[config.mk]
export PLATFORM = sky130hd
export DESIGN_NAME = sar_adc_convert_read_port
export DESIGN_NICKNAME = d
export VERILOG_FILES = /design/src/common/adc_port_pkg.sv /design/src/hw/pin_sync.sv /design/src/hw/result_fifo.sv /design/src/hw/sar_adc_convert_read_port.sv
export VERILOG_INCLUDE_DIRS = /design/src /design/src/common
export SDC_FILE = /design/constraint.sdc
export NUM_CORES = 1
export LEC_CHECK = 0
export BUFFER_PORTS_ARGS = -buffer_cell sky130_fd_sc_hd__buf_4
export CAP_MARGIN = 20
export CORE_UTILIZATION = 55
export CTS_CLUSTER_DIAMETER = 60
export DETAILED_ROUTE_END_ITERATION = 16
export PLACE_DENSITY = 0.76
export SLEW_MARGIN = 20
export SYNTH_ARGS = -nofsm -noshare
export SYNTH_HDL_FRONTEND = slang
export SYNTH_SLANG_ARGS = --single-unit
[constraint.sdc]
create_clock -name i_clk -period 2.7 [get_ports i_clk]
set_clock_uncertainty 0.05 [all_clocks]
set_input_delay 0.405 -clock i_clk [delete_from_list [all_inputs] [get_ports i_clk]]
set_output_delay 0.405 -clock i_clk [all_outputs]
set_load 0.03 [all_outputs]
[src/common/adc_port_map.svh]
`ifndef ADC_PORT_MAP_SVH
`define ADC_PORT_MAP_SVH

// Result word width and sign position
`define RESULT_W          12
`define RESULT_MSB        11

// Clock period in ns
`define CLK_PERIOD_NS     50

// Timing figures in ns
`define CONV_PULSE_NS     40
`define DATA_VALID_MAX_NS 1095
`define BUSY_AFTER_MIN_NS 20
`define BUSY_AFTER_MAX_NS 120
`define ACQ_MAX_NS        230
`define CONV_SPACING_NS   1250

// Cycle counts derived from the figures
`define DATA_VALID_CYC    ((`DATA_VALID_MAX_NS) / (`CLK_PERIOD_NS))
`define BUSY_AFTER_CYC    (((`BUSY_AFTER_MIN_NS) + (`CLK_PERIOD_NS) - 1) / (`CLK_PERIOD_NS))
`define ACQ_CYC           ((`ACQ_MAX_NS) / (`CLK_PERIOD_NS))
// Edges from a pin change to start detection
`define SYNC_LAT_CYC      3

// Result FIFO shape
`define FIFO_DEPTH        4
`define FIFO_AW           2

// Reset values
`define RESULT_RST        12'h000
`define LFSR_SEED         12'hA5C

`endif

[src/common/adc_port_pkg.sv]
package adc_port_pkg;

  `include "adc_port_map.svh"

  typedef logic [`RESULT_W-1:0] result_t;

  // Bus pin bundle: output value and per-bit enables
  typedef struct packed {
    result_t result_bits;
    result_t result_oe;
  } result_bus_t;

  typedef enum logic [3:0] {
    ST_IDLE = 4'b0001,
    ST_CONV = 4'b0010,
    ST_LOAD = 4'b0100,
    ST_HOLD = 4'b1000
  } conv_state_t;

endpackage

[src/hw/pin_sync.sv]
`timescale 1ns/1ps
module pin_sync
  import adc_port_pkg::*;
#(
  parameter int WIDTH = 2
)
(
  // Clock and control
  input  wire logic             i_clk,
  input  wire logic             i_rst,
  input  wire logic             i_ce,
  // Asynchronous pins in, synchronised levels out
  input  wire logic [WIDTH-1:0] i_async,
  input  wire logic [WIDTH-1:0] i_rst_val,
  output logic      [WIDTH-1:0] o_sync
);

  logic [WIDTH-1:0] stage1;

  // ----------------------------------------------------------------
  // Two-flop synchroniser per bit
  // ----------------------------------------------------------------
  genvar g;
  generate
    for (g = 0; g < WIDTH; g++)
    begin : g_bit
      always_ff @(posedge i_clk)
      begin
        if (i_rst)
        begin
          stage1[g] <= i_rst_val[g];
          o_sync[g] <= i_rst_val[g];
        end
        else if (i_ce)
        begin
          stage1[g] <= i_async[g];
          o_sync[g] <= stage1[g];
        end
      end
    end
  endgenerate

endmodule

[src/hw/result_fifo.sv]
`timescale 1ns/1ps
module result_fifo
#(
  parameter int WIDTH = 12,
  parameter int DEPTH = 4,
  parameter int AW    = 2
)
(
  // Clock and control
  input  wire logic             i_clk,
  input  wire logic             i_rst,
  input  wire logic             i_ce,
  // Fill side
  input  wire logic             i_valid,
  output logic                  o_ready,
  input  wire logic [WIDTH-1:0] i_data,
  // Drain side
  output logic                  o_valid,
  input  wire logic             i_ready,
  output logic      [WIDTH-1:0] o_data
);

  logic [WIDTH-1:0] mem [DEPTH];
  logic [AW-1:0]    wr_ptr;
  logic [AW-1:0]    rd_ptr;
  logic [AW:0]      count;
  logic             push;
  logic             pop;

  assign o_ready = (count != DEPTH[AW:0]);
  assign o_valid = (count != '0);
  assign push    = i_ce && i_valid && o_ready;
  assign pop     = i_ce && o_valid && i_ready;
  assign o_data  = mem[rd_ptr];

  // ----------------------------------------------------------------
  // Storage
  // ----------------------------------------------------------------
  always_ff @(posedge i_clk)
  begin
    if (push)
    begin
      mem[wr_ptr] <= i_data;
    end
  end

  // ----------------------------------------------------------------
  // Pointers and fill count
  // ----------------------------------------------------------------
  always_ff @(posedge i_clk)
  begin
    if (i_rst)
    begin
      wr_ptr <= '0;
      rd_ptr <= '0;
      count  <= '0;
    end
    else
    begin
      if (push)
      begin
        wr_ptr <= wr_ptr + 1'b1;
      end
      if (pop)
      begin
        rd_ptr <= rd_ptr + 1'b1;
      end
      if (push && !pop)
      begin
        count <= count + 1'b1;
      end
      else if (pop && !push)
      begin
        count <= count - 1'b1;
      end
    end
  end

endmodule

[src/hw/sar_adc_convert_read_port.sv]
`timescale 1ns/1ps
module sar_adc_convert_read_port
  import adc_port_pkg::*;
(
  // Clock, reset, enable
  input  wire logic           i_clk,
  input  wire logic           i_rst,
  input  wire logic           i_ce,
  // Controller pins
  input  wire logic           i_select_n,
  input  wire logic           i_read_conv,
  output logic                o_busy_n,
  // Result bus pins
  output logic [`RESULT_W-1:0] o_result_bits,
  output logic [`RESULT_W-1:0] o_result_oe,
  // Analog core side
  output logic                o_hold,
  input  wire logic           i_sample_valid,
  input  wire logic [`RESULT_W-1:0] i_sample,
  output logic                o_sample_ready
);

  // ----------------------------------------------------------------
  // Declarations
  // ----------------------------------------------------------------
  localparam logic [5:0] DATA_CYC  = 6'(`DATA_VALID_CYC);
  localparam logic [5:0] BUSY_CYC  = 6'(`BUSY_AFTER_CYC);
  localparam logic [5:0] ACQ_CYC   = 6'(`ACQ_CYC);
  // Pin to start detection latency: two sync flops and the state register
  localparam logic [5:0] SYNC_CYC  = 6'(`SYNC_LAT_CYC);
  // Last counter value of the conversion phase, leaving the load and busy gap
  localparam logic [5:0] CONV_LAST = DATA_CYC - BUSY_CYC - 6'h02 - SYNC_CYC;
  // Counter value at which busy is released, counted from entry to ST_CONV
  localparam logic [5:0] DONE_CYC  = DATA_CYC - SYNC_CYC - 6'h01;

  logic [1:0]   pins_sync;
  logic         select_n;
  logic         read_conv;
  logic         select_n_d;
  logic         read_conv_d;
  logic         start_lvl;
  logic         start_lvl_d;
  logic         start_req;
  logic         read_en;
  conv_state_t  state;
  conv_state_t  next_state;
  logic [5:0]   cyc;
  logic [5:0]   acq_cnt;
  result_t      result_reg;
  result_t      fifo_data;
  logic         fifo_valid;
  logic         fifo_ready;
  logic         fifo_pop;
  result_bus_t  bus;

  // ----------------------------------------------------------------
  // Pin synchronisers
  // ----------------------------------------------------------------
  // Both pins idle high, so reset fills the stages with ones
  pin_sync #(
    .WIDTH (2)
  ) u_sync (
    .i_clk     (i_clk),
    .i_rst     (i_rst),
    .i_ce      (i_ce),
    .i_async   ({i_select_n, i_read_conv}),
    .i_rst_val (2'h3),
    .o_sync    (pins_sync)
  );

  assign select_n  = pins_sync[1];
  assign read_conv = pins_sync[0];

  // ----------------------------------------------------------------
  // Edge history
  // ----------------------------------------------------------------
  always_ff @(posedge i_clk)
  begin
    if (i_rst)
    begin
      select_n_d  <= 1'b1;
      read_conv_d <= 1'b1;
    end
    else if (i_ce)
    begin
      select_n_d  <= select_n;
      read_conv_d <= read_conv;
    end
  end

  // Start level one cycle back, rebuilt from the delayed pins
  assign start_lvl_d = !select_n_d && !read_conv_d;

  // Both low together forms the start level; its rising edge is the later fall
  assign start_lvl = !select_n && !read_conv;
  // Covers falling read/convert with select low and falling select with read/convert low
  assign start_req = start_lvl && !start_lvl_d;

  // ----------------------------------------------------------------
  // Conversion state machine
  // ----------------------------------------------------------------
  always_comb
  begin
    next_state = state;
    case (state)
      ST_IDLE:
      begin
        if (start_req)
        begin
          next_state = ST_CONV;
        end
      end
      ST_CONV:
      begin
        // Starts here are ignored while busy is low
        if (cyc == CONV_LAST && fifo_valid)
        begin
          next_state = ST_LOAD;
        end
      end
      ST_LOAD:
      begin
        next_state = ST_HOLD;
      end
      ST_HOLD:
      begin
        if (cyc == DONE_CYC)
        begin
          next_state = ST_IDLE;
        end
      end
      default:
      begin
        next_state = ST_IDLE;
      end
    endcase
  end

  always_ff @(posedge i_clk)
  begin
    if (i_rst)
    begin
      state <= ST_IDLE;
    end
    else if (i_ce)
    begin
      state <= next_state;
    end
  end

  // ----------------------------------------------------------------
  // Conversion cycle counter
  // ----------------------------------------------------------------
  always_ff @(posedge i_clk)
  begin
    if (i_rst)
    begin
      cyc <= '0;
    end
    else if (i_ce)
    begin
      if (state == ST_IDLE)
      begin
        cyc <= '0;
      end
      else if (!(state == ST_CONV && cyc == CONV_LAST))
      begin
        cyc <= cyc + 6'h01;
      end
    end
  end

  // ----------------------------------------------------------------
  // Result register
  // ----------------------------------------------------------------
  // Loading waits at the last count until the stream holds a word
  assign fifo_pop = (state == ST_CONV) && (cyc == CONV_LAST);

  always_ff @(posedge i_clk)
  begin
    if (i_rst)
    begin
      result_reg <= `RESULT_RST;
    end
    else if (i_ce && fifo_pop && fifo_valid)
    begin
      result_reg <= fifo_data;
    end
  end

  // ----------------------------------------------------------------
  // Sample stream buffer
  // ----------------------------------------------------------------
  result_fifo #(
    .WIDTH (`RESULT_W),
    .DEPTH (`FIFO_DEPTH),
    .AW    (`FIFO_AW)
  ) u_fifo (
    .i_clk   (i_clk),
    .i_rst   (i_rst),
    .i_ce    (i_ce),
    .i_valid (i_sample_valid),
    .o_ready (fifo_ready),
    .i_data  (i_sample),
    .o_valid (fifo_valid),
    .i_ready (fifo_pop),
    .o_data  (fifo_data)
  );

  assign o_sample_ready = fifo_ready;

  // ----------------------------------------------------------------
  // Sample/hold and acquisition
  // ----------------------------------------------------------------
  always_ff @(posedge i_clk)
  begin
    if (i_rst)
    begin
      o_hold  <= 1'b0;
      acq_cnt <= '0;
    end
    else if (i_ce)
    begin
      if (start_req && state == ST_IDLE)
      begin
        o_hold <= 1'b1;
      end
      else if (state == ST_LOAD)
      begin
        o_hold  <= 1'b0;
        acq_cnt <= ACQ_CYC;
      end
      else if (acq_cnt != '0)
      begin
        acq_cnt <= acq_cnt - 6'h01;
      end
    end
  end

  // ----------------------------------------------------------------
  // Busy output
  // ----------------------------------------------------------------
  always_ff @(posedge i_clk)
  begin
    if (i_rst)
    begin
      o_busy_n <= 1'b1;
    end
    else if (i_ce)
    begin
      if (start_req && state == ST_IDLE)
      begin
        o_busy_n <= 1'b0;
      end
      // Released only once the loaded result stands on the pins
      else if (state == ST_HOLD && next_state == ST_IDLE)
      begin
        o_busy_n <= 1'b1;
      end
    end
  end

  // ----------------------------------------------------------------
  // Three-state result bus
  // ----------------------------------------------------------------
  // Enable follows levels, so falling select or rising read/convert both open it
  assign read_en = !select_n && read_conv && (state == ST_IDLE) && o_busy_n;

  always_ff @(posedge i_clk)
  begin
    if (i_rst)
    begin
      bus <= '0;
    end
    else if (i_ce)
    begin
      bus.result_bits <= result_reg;
      bus.result_oe   <= {`RESULT_W{read_en}};
    end
  end

  assign o_result_bits = bus.result_bits;
  assign o_result_oe   = bus.result_oe;

endmodule

* Yosys cells after proc, flatten, opt, wreduce, memory -nomap -nowiden
Memory sizes are Yosys's and may differ from the RTL's. A register that Yosys moved wholly into a read port is not among the register bits. Cells that the tools add are included.
Storage, ports and cells: register bits after elaboration 38, word-level logic and storage cells 76, input bits 18, RAM bits 48, output and inout bits 27, memories kept 1
Memory list:
- u_fifo.mem | words 4, width 12, rd ports 1, clocked after memory_dff 1, wr ports 1, line result_fifo.sv:23 | logic [WIDTH-1:0] mem [DEPTH];
Operators by class: reductions and logical operators 32, muxes and demuxes 14, eq/ne operators 9, $add $sub $neg 5
Operators by type and width (count):
- $logic_and 1x1->1 | 18
- $pmux 4 s4 | 1
- $mux 4 | 3
- $mux 6 | 2
- $eq 4x1->1 const B | 2
- $logic_not 1->1 | 7
- $add 6x1->6 const B | 1
- $eq 6x4->1 const B | 1
- $eq 6x5->1 const B | 1
- $mux 1 | 6
- $mux 3 | 2
- $reduce_and 2->1 | 3
- $reduce_bool 2->1 | 3
- $add 2x1->2 const B | 2
- $eq 4x2->1 const B | 1
- $eq 4x3->1 const B | 1
- $eq 4x4->1 const B | 1
- $add 3x1->3 const B | 1
- $ne 3x3->1 const B | 1
- $reduce_bool 3->1 | 1
- $sub 3x1->3 const B | 1
- $ne 2x1->1 const B | 1

* Logic depth before layout (Yosys ltp)
Gate-level depths: netlist of run 1.
depth in word-level cells 10, gate-level depth with buffers 10, depth with buffers taken out 9

* Hierarchy
Synthesis of run 1 repeated with hierarchy kept, for this count alone.
Unflattened totals: cells, all modules 302, area, all modules 4101.4 um^2
By module, submodules not included:
- result_fifo | cells an instance 112, area each 2217.1 um^2, sequential area each 1621.6 um^2, times used 1
- sar_adc_convert_read_port | cells an instance 181, area each 1712.9 um^2, sequential area each 780.7 um^2, times used 1
- pin_sync | cells an instance 9, area each 171.4 um^2, sequential area each 120.1 um^2, times used 1

* Least setup slack after synthesis of run 1
No wires, ideal clock.
path type reg-to-reg, from reg cyc[0], to reg u_fifo.count[2], path slack 0.326 ns, arrival 2.253 ns, library setup time 0.070 ns, required time 2.580 ns, stages on the path, launching flop included 11, clock period less this slack 2.374 ns, path through dfxtp_1 ha_1 o311a_1 nand3_4 buf_6 ha_1 inv_1 fa_1 xor2_1 or3_1 a21oi_1
Between the ends: word-level cells in the longest chain between the ends 6
RTL lines:
- start, declared | line sar_adc_convert_read_port.sv:47 | logic [5:0] cyc;
- start signal, assigned | line sar_adc_convert_read_port.sv:168 | cyc <= cyc + 6'h01;
- $eq 6x4->1 (*) | line sar_adc_convert_read_port.sv:177 | assign fifo_pop = (state == ST_CONV) && (cyc == CONV_LAST);
- $logic_and 1x1->1 (*) | line sar_adc_convert_read_port.sv:177
- $logic_and 1x1->1 (*) | line result_fifo.sv:33 | assign pop = i_ce && o_valid && i_ready;
- $logic_not 1->1 | line result_fifo.sv:68 | if (push && !pop)
- $logic_and 1x1->1 | line result_fifo.sv:68
- $mux 3 / $reduce_bool 2->1 (equally long branches)
- end signal, assigned | line result_fifo.sv:70 | count <= count + 1'b1;
- end signal, assigned | line result_fifo.sv:74 | count <= count - 1'b1;
- end, declared | line result_fifo.sv:26 | logic [AW:0] count;
Every way passes the cells marked *; elsewhere a longest branch is shown, timed or not. A chain may end at the register's enable or synchronous reset.

* Worst setup path after layout of run 1
Same ends and word-level chain as after synthesis.

==> results of run 1 <==
==> area by class of cell <==
class | instances | share of cell area
Tap cell | 96 | 0.02655
Timing Repair Buffer | 49 | 0.08131
Clock buffer | 9 | 0.02738
Sequential cell | 98 | 0.5398
Multi-Input combinational cell | 168 | 0.3050
Clock inverter | 7 | 0.01493
Inverter | 6 | 0.004978
==> cells in the final DEF (no fill, tap or decap), drive strengths merged <==
cell / n
dfxtp: 50
buf: 49
edfxtp: 48
nor2: 42
mux2i: 27
mux4: 12
inv: 11
a21oi: 10
clkbuf: 9
nand2: 8
ha: 7
a211o: 6
and2: 5
nor3: 5
nor2b: 5
nand4: 5
xor2: 4
nand3: 4
nor4b: 4
nor3b: 3
xnor2: 2
a211oi: 2
a21o: 2
o21ai: 2
or3: 2
a31oi: 2
and4bb: 1
o311a: 1
o311ai: 1
o31ai: 1
mux2: 1
o21bai: 1
nand2b: 1
o22ai: 1
fa: 1
clkinvlp: 1
clkinv: 1
==> worst max-delay path, stage by stage, from the launching register on <==
cell	delay, ns
dfxtp_1	0.37
ha_1	0.29
o311a_1	0.19
nand3_4	0.10
ha_1	0.18
inv_1	0.06
fa_1	0.37
xor2_1	0.18
or3_1	0.31
a21oi_1	0.14
==> final timing paths <==
path,to,slack (ns),cells after the start
hold reg to reg,o_hold$_SDFFE_PP0P_,0.42,2
hold / removal,u_fifo.mem[2][1]$_DFFE_PP_,0.18,1
setup / recovery,u_fifo.count[2]$_SDFFE_PP0P_,0.40,9
setup reg to reg,u_fifo.count[2]$_SDFFE_PP0P_,0.40,9
==> routing by layer <==
metal	vias up	track usage	share of wire	wire [µm]
li1	1133	-	-	-
met3	7	0.06256	0.044	282
met5	-	0	0	0
met4	0	0.06259	0.0099	64
met1	1114	0.2457	0.45	2894
met2	50	0.3121	0.50	3227
==> cell families (layout without fill, tap and decap cells) <==
logic type / count (synthesis) / in the layout
AND/OR/NAND/NOR: 85 / 85
buffers and inverters: 30 / 71
XOR/XNOR: 6 / 6
adder cells (fa/ha/maj): 8 / 8
AO/OA/AOI/OAI: 29 / 29
flip-flops: 98 / 98
multiplexers: 40 / 40
==> synth_stat cells, types with 2 or more instances <==
cell type and n:
a21oi_1 10, nor2_1 41, a211o_1 6, and2_1 5
mux2i_1 27, or3_1 2, nor2b_1 5, inv_1 6
nand4_1 5, a211oi_1 2, xnor2_1 2, nand2_1 8
o21ai_0 2, dfxtp_1 50, buf_4 11, edfxtp_1 48
nor3b_1 3, mux4_2 12, buf_2 4, xor2_1 4
a21o_1 2, buf_1 2, nand3_1 3, nor3_1 5
nor4b_4 2, clkbuf_1 6, ha_1 7
==> power breakdown <==
part | switching [µW] | leakage [µW] | internal, µW
logic | 91.9 | 0.000817 | 73.0
clock network | 544 | 0.0000962 | 362
registers | 23.8 | 0.000841 | 1590
total | 660 | 0.00175 | 2030
==> through the flow <==
step / worst slack (ns) / total power (µW) / instance area, µm²
after floorplan: 0.3264 / 1759 / 3989
after global placement: 0.4844 / 1808 / 4333
after detailed placement: 0.4135 / 1817 / 4333
after CTS: 0.3892 / 2714 / 4524
after global routing: 0.2517 / 2797 / 4524
final: 0.4013 / 2687 / 4524
==> results.txt, run 1 <==
row cnt: 30
CTS Sinks: 98
setup bufs post-CTS: 0
CTS buffer count: 9
unrepaired setup endpoints after global routing: no
DR pass1 iterations: 4
Hold Crit Class: primary input to register
fin crit period: 2.299 ns
mux share of post-synthesis cell area: 0.1383
Area growth syn-to-layout: 13.43%
Clock Latency Late Sink: 0.37 ns
Synth top area share: 0.3614
post-route clock period utilization: 0.8514
worst-margin pin slew: 0.6394 ns
Synth Area in Adders: 0.02698
share of cells above drive strength 1: 0.2493
Starting Density: 0.5775
io pins: 45
Hold Slack: 0.1786 ns
critical-path maximum fanout: 6
synth top area cells: edfxtp_1 (36%), dfxtp_1 (25%), mux2i_1 (6.8%)
via count: 2,304
Core Util, Final: 0.6551
CP Launch Type: register
IO Port Bufs: 44
core area: 0.006907 mm²
Post-synth EDFFs: 48
die outline height: 87.16 µm
Crit. Startpoint: cyc[0]$_SDFFE_PP0P_
Syn Nets: 322
Fin. Hold Viols: 0
antenna diode count: 0
compound-gate portion of the synthesized area: 0.05050
Max clock buf depth: 2
Worst EP required: 2.95 ns
CP endpoint kind: register
min-delay src: i_sample[1]
fraction of registers with async set/reset: 0
Nets: 358
post-synthesis sequential area ratio: 0.6123
status: finished, final reports clean
DIE AREA: 0.007597 mm²
Synth Area in XOR/XNOR: 0.01317
DPL Wire Length: 4.371 mm
Most used DFF post-synth: dfxtp_1
CTS tree: built
initial antenna violation count: 0
post-synthesis sequential element count: 98
Mapped Cells: 296
Synth warnings: 0
Clock transition at path regs: 0.10 ns
VDD IR max: 0.5315 mV
PostCTS Resize Cnt: 0
H-tree Lvls: 3
RR Startpoint: cyc[0]$_SDFFE_PP0P_
largest net degree at the start of global routing: 48
FMAX: 435.0 MHz
Critical Path AT: 2.55 ns
Storage cell area: 0.002442 mm²
Power Dens Cells: 593.8 mW/mm²
setup TNS: 0 ns
DRT antenna net count: 0
Final Max Tran Viols: 0
synthesized cell area: 0.003989 mm²
flip-flop count of the largest register after layout: 48
cell taking the most area after synthesis: edfxtp_1
vias per std cell: 5.321
Final GP Congestion: 0.8134
leakage: 0.001754 µW
WL/cell: 14.94 µm
first-pass GRT wire length: 10.78 mm
fin cells: 433
slew margin rel.: 0.5737
Synth Area in Simple Gates: 0.1170
Total GRT Usage: 0.1922
final global-route overflow total: 0
Syn Area/Cell: 13.48 µm²
Die Wd: 87.16 µm
CTS Hold Bufs: 0
Setup violations, final: 0
drt initial violations: 103
filler instances: 551
Max-Cap Viols: 0
routed wire length: 6.468 mm
main combinational cell family by area after synthesis: multiplexers
vias in the first global route: 2,264
cell total after placement: 417
Root Buffer: clkbuf_8
area occupied by multi-input gates: 0.001380 mm²
Netlist cell types: 43
Setup CP Type: register to register
DRC viols: 0
(Power assumes the default switching activity.)
==> run 2, diff against run 1 <==
Settings changed: CORE_MARGIN from default to 4, CORE_UTILIZATION 55 to 52, PLACE_DENSITY 0.76 to 0.75, SLEW_MARGIN 20 to default.
Clock period 2.7 ns to 2.1 ns, I/O delays scaled along.
==> results.txt, run 2 (same netlist as run 1, synthesis figures left out) <==
CP Launch Type: register
Setup CP Type: register to register
Max clock buf depth: 2 (unchanged)
CTS tree: built
fin crit period: 2.030 ns (-0.2683 ns)
first-pass GRT wire length: 11.88 mm (+10%)
critical-path maximum fanout: 2 (-4)
CP endpoint kind: register
antenna diode count: 0 (unchanged)
Area growth syn-to-layout: 17.57%
H-tree Lvls: 3 (unchanged)
row cnt: 31 (+3.3%)
DRT antenna net count: 0 (unchanged)
Final Max Tran Viols: 0 (unchanged)
FMAX: 492.5 MHz (+13%)
PnR worst setup slack: 0.06962 ns (-0.3317 ns)
Final GP Congestion: 0.8347 (+2.6%)
DIE AREA: 0.009136 mm² (+20%)
flip-flop count of the largest register after layout: 48 (unchanged)
Worst EP required: 2.34 ns (-0.61 ns)
final global-route overflow total: 0 (unchanged)
via count: 2,398 (+4.1%)
unrepaired setup endpoints after global routing: yes
VDD IR max: 0.5515 mV (+3.8%)
Min-Delay Path Depth: 1 (unchanged)
Reg2Reg Setup Slack: 0.07 ns (-0.33 ns)
CTS Sinks: 98 (unchanged)
core area: 0.007370 mm² (+6.7%)
FF-to-FF End: u_fifo.count[2]$_SDFFE_PP0P_
die outline height: 95.59 µm (+9.7%)
Fin. Hold Viols: 0 (unchanged)
Reg2Reg Depth: 8 (-1)
DRC viols: 0 (unchanged)
post-route clock period utilization: 0.9668 (+0.1155)
Total GRT Usage: 0.1745 (-0.01776)
Hold Crit Class: primary input to register
share of cells above drive strength 1: 0.3125 (+0.06324)
Clock Latency Late Sink: 0.35 ns (-0.02 ns)
most common cell after layout, fill and taps aside: buf_4
Critical Path AT: 2.27 ns (-0.28 ns)
slew margin rel.: 0.6690 (+0.09527)
largest net degree at the start of global routing: 48 (unchanged)
leakage: 0.001825 µW (+4.0%)
CTS Hold Bufs: 0 (unchanged)
vias in the first global route: 2,378 (+5.0%)
io pins: 45 (unchanged)
Setup violations, final: 0 (unchanged)
setup TNS: 0 ns (unchanged)
min-delay src: i_sample[7]
Starting Density: 0.5413 (-0.03628)
Power Dens Cells: 735.3 mW/mm² (+24%)
CTS buffer count: 9 (unchanged)
routed wire length: 7.184 mm (+11%)
initial antenna violation count: 0 (unchanged)
Endpoint, Worst Hold: u_fifo.mem[1][7]$_DFFE_PP_
DPL Wire Length: 4.762 mm (+8.9%)
pre-CTS WS: 0.07685 ns (-0.3367 ns)
worst-margin pin slew: 0.4965 ns (-0.1429 ns)
IO Port Bufs: 44 (unchanged)
DR pass1 iterations: 4 (unchanged)
WL/cell: 15.93 µm (+6.6%)
vias per std cell: 5.317 (about the same)
RR Startpoint: u_fifo.count[2]$_SDFFE_PP0P_
status: finished, final reports clean
Root Buffer: clkbuf_8
Hold Slack: 0.1027 ns (-0.07585 ns)
Die Wd: 95.59 µm (+9.7%)
drt initial violations: 124 (+20%)
Clock transition at path regs: 0.10 ns (about the same)
most frequent cells in the layout: buf_4 (64), edfxtp_1 (48), dfxtp_1 (45)
Nets: 373 (+4.2%)
Max-Cap Viols: 0 (unchanged)
run 2: cell types whose count changed in the layout (fill, tap and decap cells not counted), sizes merged:
cell,before,now
inv,11,8
clkinv,1,4
clkbuf,9,10
clkinvlp,1,0
buf,49,64
run 2: how the worst max path moves through the flow:
stage | startpoint | end | slack (ns)
floorplan | u_fifo.count[2]$_SDFFE_PP0P_ | u_fifo.count[2]$_SDFFE_PP0P_ | -0.09
finish | u_fifo.count[2]$_SDFFE_PP0P_ | u_fifo.count[2]$_SDFFE_PP0P_ | 0.07
global placement | u_fifo.count[2]$_SDFFE_PP0P_ | u_fifo.count[2]$_SDFFE_PP0P_ | 0.10
detailed placement | u_fifo.count[2]$_SDFFE_PP0P_ | u_fifo.count[2]$_SDFFE_PP0P_ | 0.08
global route | u_fifo.count[2]$_SDFFE_PP0P_ | u_fifo.count[2]$_SDFFE_PP0P_ | -0.007
CTS | u_fifo.count[2]$_SDFFE_PP0P_ | u_fifo.count[2]$_SDFFE_PP0P_ | 0.05
run 2: power breakdown:
group | internal (µW) | total, µW | switching (µW) | leakage (µW)
Clock | 478 | 1130 | 651 | 0.0000964
Combinational | 114 | 246 | 132 | 0.000886
Sequential | 2050 | 2070 | 26.7 | 0.000842
Total | 2640 | 3450 | 809 | 0.00182
run 2: per-stage QoR:
| step | cell area, µm² | utilization | cells | power, µW |
|---|---|---|---|---|
| 2_1_floorplan | 4029 | - | 296 | 2267 |
| 3_3_place_gp | 4478 | 0.6076 | 434 | 2351 |
| 3_5_place_dp | 4478 | 0.6076 | 434 | 2363 |
| 4_1_cts | 4666 | 0.6331 | 450 | 3490 |
| 5_1_grt | 4690 | 0.6363 | 451 | 3592 |
| 6_report | 4690 | 0.6363 | 451 | 3448 |
run 2: critical path, cell delays in order, from the launching register on:
cell and delay, ns:
dfxtp_2 0.34, o311a_4 0.38, nand3_4 0.10, ha_4 0.14, inv_2 0.04, fa_2 0.34, xor2_1 0.15, or3_1 0.32
a21oi_2 0.11
run 2: per-layer routing:
| metal | GRT usage | part of all wire | vias to the layer above |
|---|---|---|---|
| li1 | - | - | 1166 |
| met1 | 0.2166 | 0.43 | 1172 |
| met2 | 0.2982 | 0.51 | 54 |
| met3 | 0.04420 | 0.053 | 6 |
| met4 | 0.05569 | 0.0084 | 0 |
| met5 | 0 | 0 | - |
run 2: layout make-up:
cell class | count | area, µm²
multi-input cells | 168 | 1426
well taps | 99 | 123.9
flip-flops and latches | 98 | 2449
inverters | 6 | 22.52
clock inverters | 6 | 50.05
fillers | 547 | 2680
clock buffers | 10 | 137.6
repair buffers | 64 | 480.5
run 2: timing repair:
action	in CTS	in global routing
endpoints found under the setup margin	0	1
resized for setup	0	3
endpoints found under the hold margin	0	0
setup buffers	0	1
==> run 3, diff against run 2 <==
Settings changed: CAP_MARGIN 20 to 30, MAX_ROUTING_LAYER from default to met4.
==> results.txt, run 3 (same netlist as run 1, synthesis figures left out) <==
status: finished, final reports clean
final instance area: 0.004690 mm² (unchanged)
final global-route overflow total: 0 (unchanged)
DIE AREA: 0.009136 mm² (unchanged)
CTS tree: built
unrepaired setup endpoints after global routing: yes
DRC viols: 0 (unchanged)
row cnt: 31 (unchanged)
vias per std cell: 5.315 (about the same)
routed wire length: 7.162 mm (-0.31%)
first-pass GRT wire length: 11.89 mm (about the same)
Final GP Congestion: 0.8475 (+1.5%)
Clock transition at path regs: 0.10 ns (about the same)
Core Util, Final: 0.6363 (unchanged)
Starting Density: 0.5413 (unchanged)
flip-flop count of the largest register after layout: 48 (unchanged)
Max clock buf depth: 2 (unchanged)
CP endpoint kind: register
IO Port Bufs: 44 (unchanged)
Clock Latency Late Sink: 0.35 ns (about the same)
drt initial violations: 126 (+1.6%)
die outline height: 95.59 µm (unchanged)
Setup CP Type: register to register
VDD IR max: 0.5467 mV (-0.86%)
Max-Cap Viols: 0 (unchanged)
Placed Area: 0.004478 mm² (unchanged)
Final Max Tran Viols: 0 (unchanged)
pre-CTS WS: 0.07685 ns (unchanged)
share of cells above drive strength 1: 0.3125 (unchanged)
Crit-path slowest cell: o311a_4
via count: 2,397 (-0.042%)
io pins: 45 (unchanged)
filler instances: 547 (unchanged)
PnR worst setup slack: 0.06964 ns (+0.00001310 ns)
initial antenna violation count: 0 (unchanged)
Total GRT Usage: 0.1795 (+0.005089)
Area growth syn-to-layout: 17.57% (unchanged)
Power Dens Cells: 734.5 mW/mm² (-0.11%)
DRT antenna net count: 0 (unchanged)
antenna diode count: 0 (unchanged)
critical-path maximum fanout: 2 (unchanged)
core area: 0.007370 mm² (unchanged)
FMAX: 492.5 MHz (about the same)
Nets: 373 (unchanged)
leakage: 0.001825 µW (unchanged)
min-delay src: i_sample[7]
WL/cell: 15.88 µm (-0.31%)
most common cell after layout, fill and taps aside: buf_4
Die Wd: 95.59 µm (unchanged)
largest net degree at the start of global routing: 48 (unchanged)
Setup violations, final: 0 (unchanged)
Critical Path AT: 2.27 ns (about the same)
Crit. Startpoint: u_fifo.count[2]$_SDFFE_PP0P_
H-tree Lvls: 3 (unchanged)
CP Launch Type: register
most frequent cells in the layout: buf_4 (64), edfxtp_1 (48), dfxtp_1 (45)
critical-path cell list: o311a_4 > nand3_4 > ha_4 > inv_2 > fa_2 > xor2_1 > or3_1 > a21oi_2
Hold Crit Class: primary input to register
CTS buffer count: 9 (unchanged)
post-route clock period utilization: 0.9668 (about the same)
DPL Wire Length: 4.762 mm (unchanged)
fin crit period: 2.030 ns (-0.00001310 ns)
CTS Sinks: 98 (unchanged)
setup TNS: 0 ns (unchanged)
Hold Slack: 0.1013 ns (-0.001436 ns)
RR Startpoint: u_fifo.count[2]$_SDFFE_PP0P_
slew margin rel.: 0.6695 (about the same)
Critical Path Max Stage Delay: 0.38 ns (about the same)
DR pass1 iterations: 4 (unchanged)
worst-margin pin slew: 0.4957 ns (-0.0007896 ns)
CTS Hold Bufs: 0 (unchanged)
Worst EP required: 2.34 ns (about the same)
Root Buffer: clkbuf_8
vias in the first global route: 2,371 (-0.29%)
Fin. Hold Viols: 0 (unchanged)
-- run 3: cell counts in the layout (fill, tap and decap cells not counted) --
No cell type changed its count.
-- run 3: final timing paths --
| check | cells past startpoint | endpoint | slack, ns |
|---|---|---|---|
| min reg2reg | 2 | o_hold$_SDFFE_PP0P_ | 0.42 |
| max reg2reg | 8 | u_fifo.count[2]$_SDFFE_PP0P_ | 0.07 |
| min | 1 | u_fifo.mem[1][7]$_DFFE_PP_ | 0.10 |
| max | 8 | u_fifo.count[2]$_SDFFE_PP0P_ | 0.07 |
-- run 3: through the flow --
stage,total power (µW),cells
finish,3445,451
global route,3592,451
CTS,3490,450
detailed placement,2363,434
global placement,2351,434
floorplan,2267,296
-- run 3: critical path, delay by kind of cell (launching register included) --
kind                       cells  cell delay (ns)
AOI/OAI and AO/OA              2             0.49
xor gates and xnor gates       1             0.15
adders and majority gates      2             0.48
buffers and inverters          1             0.04
DFF                            1             0.34
and+or+nand+nor                2             0.42
-- run 3: per-layer routing --
| layer | vias to the layer above | share of wire | GRT usage |
|---|---|---|---|
| li1 | 1166 | - | - |
| met1 | 1174 | 0.43 | 0.2166 |
| met2 | 51 | 0.51 | 0.2982 |
| met3 | 6 | 0.047 | 0.04420 |
| met4 | 0 | 0.0084 | 0.05569 |
| met5 | - | 0 | - |
-- run 3: power by group --
group / switching [µW] / internal [µW] / total (µW)
Combinational: 132 / 114 / 246
Sequential: 26.6 / 2050 / 2070
Clock: 647 / 478 / 1130
-- run 3: layout make-up --
cell class | instances | area [µm²] | share of cell area
clock buffer | 10 | 137.6 | 0.02935
tap | 99 | 123.9 | 0.02641
clock inverter | 6 | 50.05 | 0.01067
timing repair buffer | 64 | 480.5 | 0.1025
multi-input combinational | 168 | 1426 | 0.3042
inverter | 6 | 22.52 | 0.004803
sequential | 98 | 2449 | 0.5221
-- run 3: what timing repair did --
item / CTS / global route
resized for setup: 0 / 3
setup buffers: 0 / 1
endpoints found under the setup margin: 0 / 1
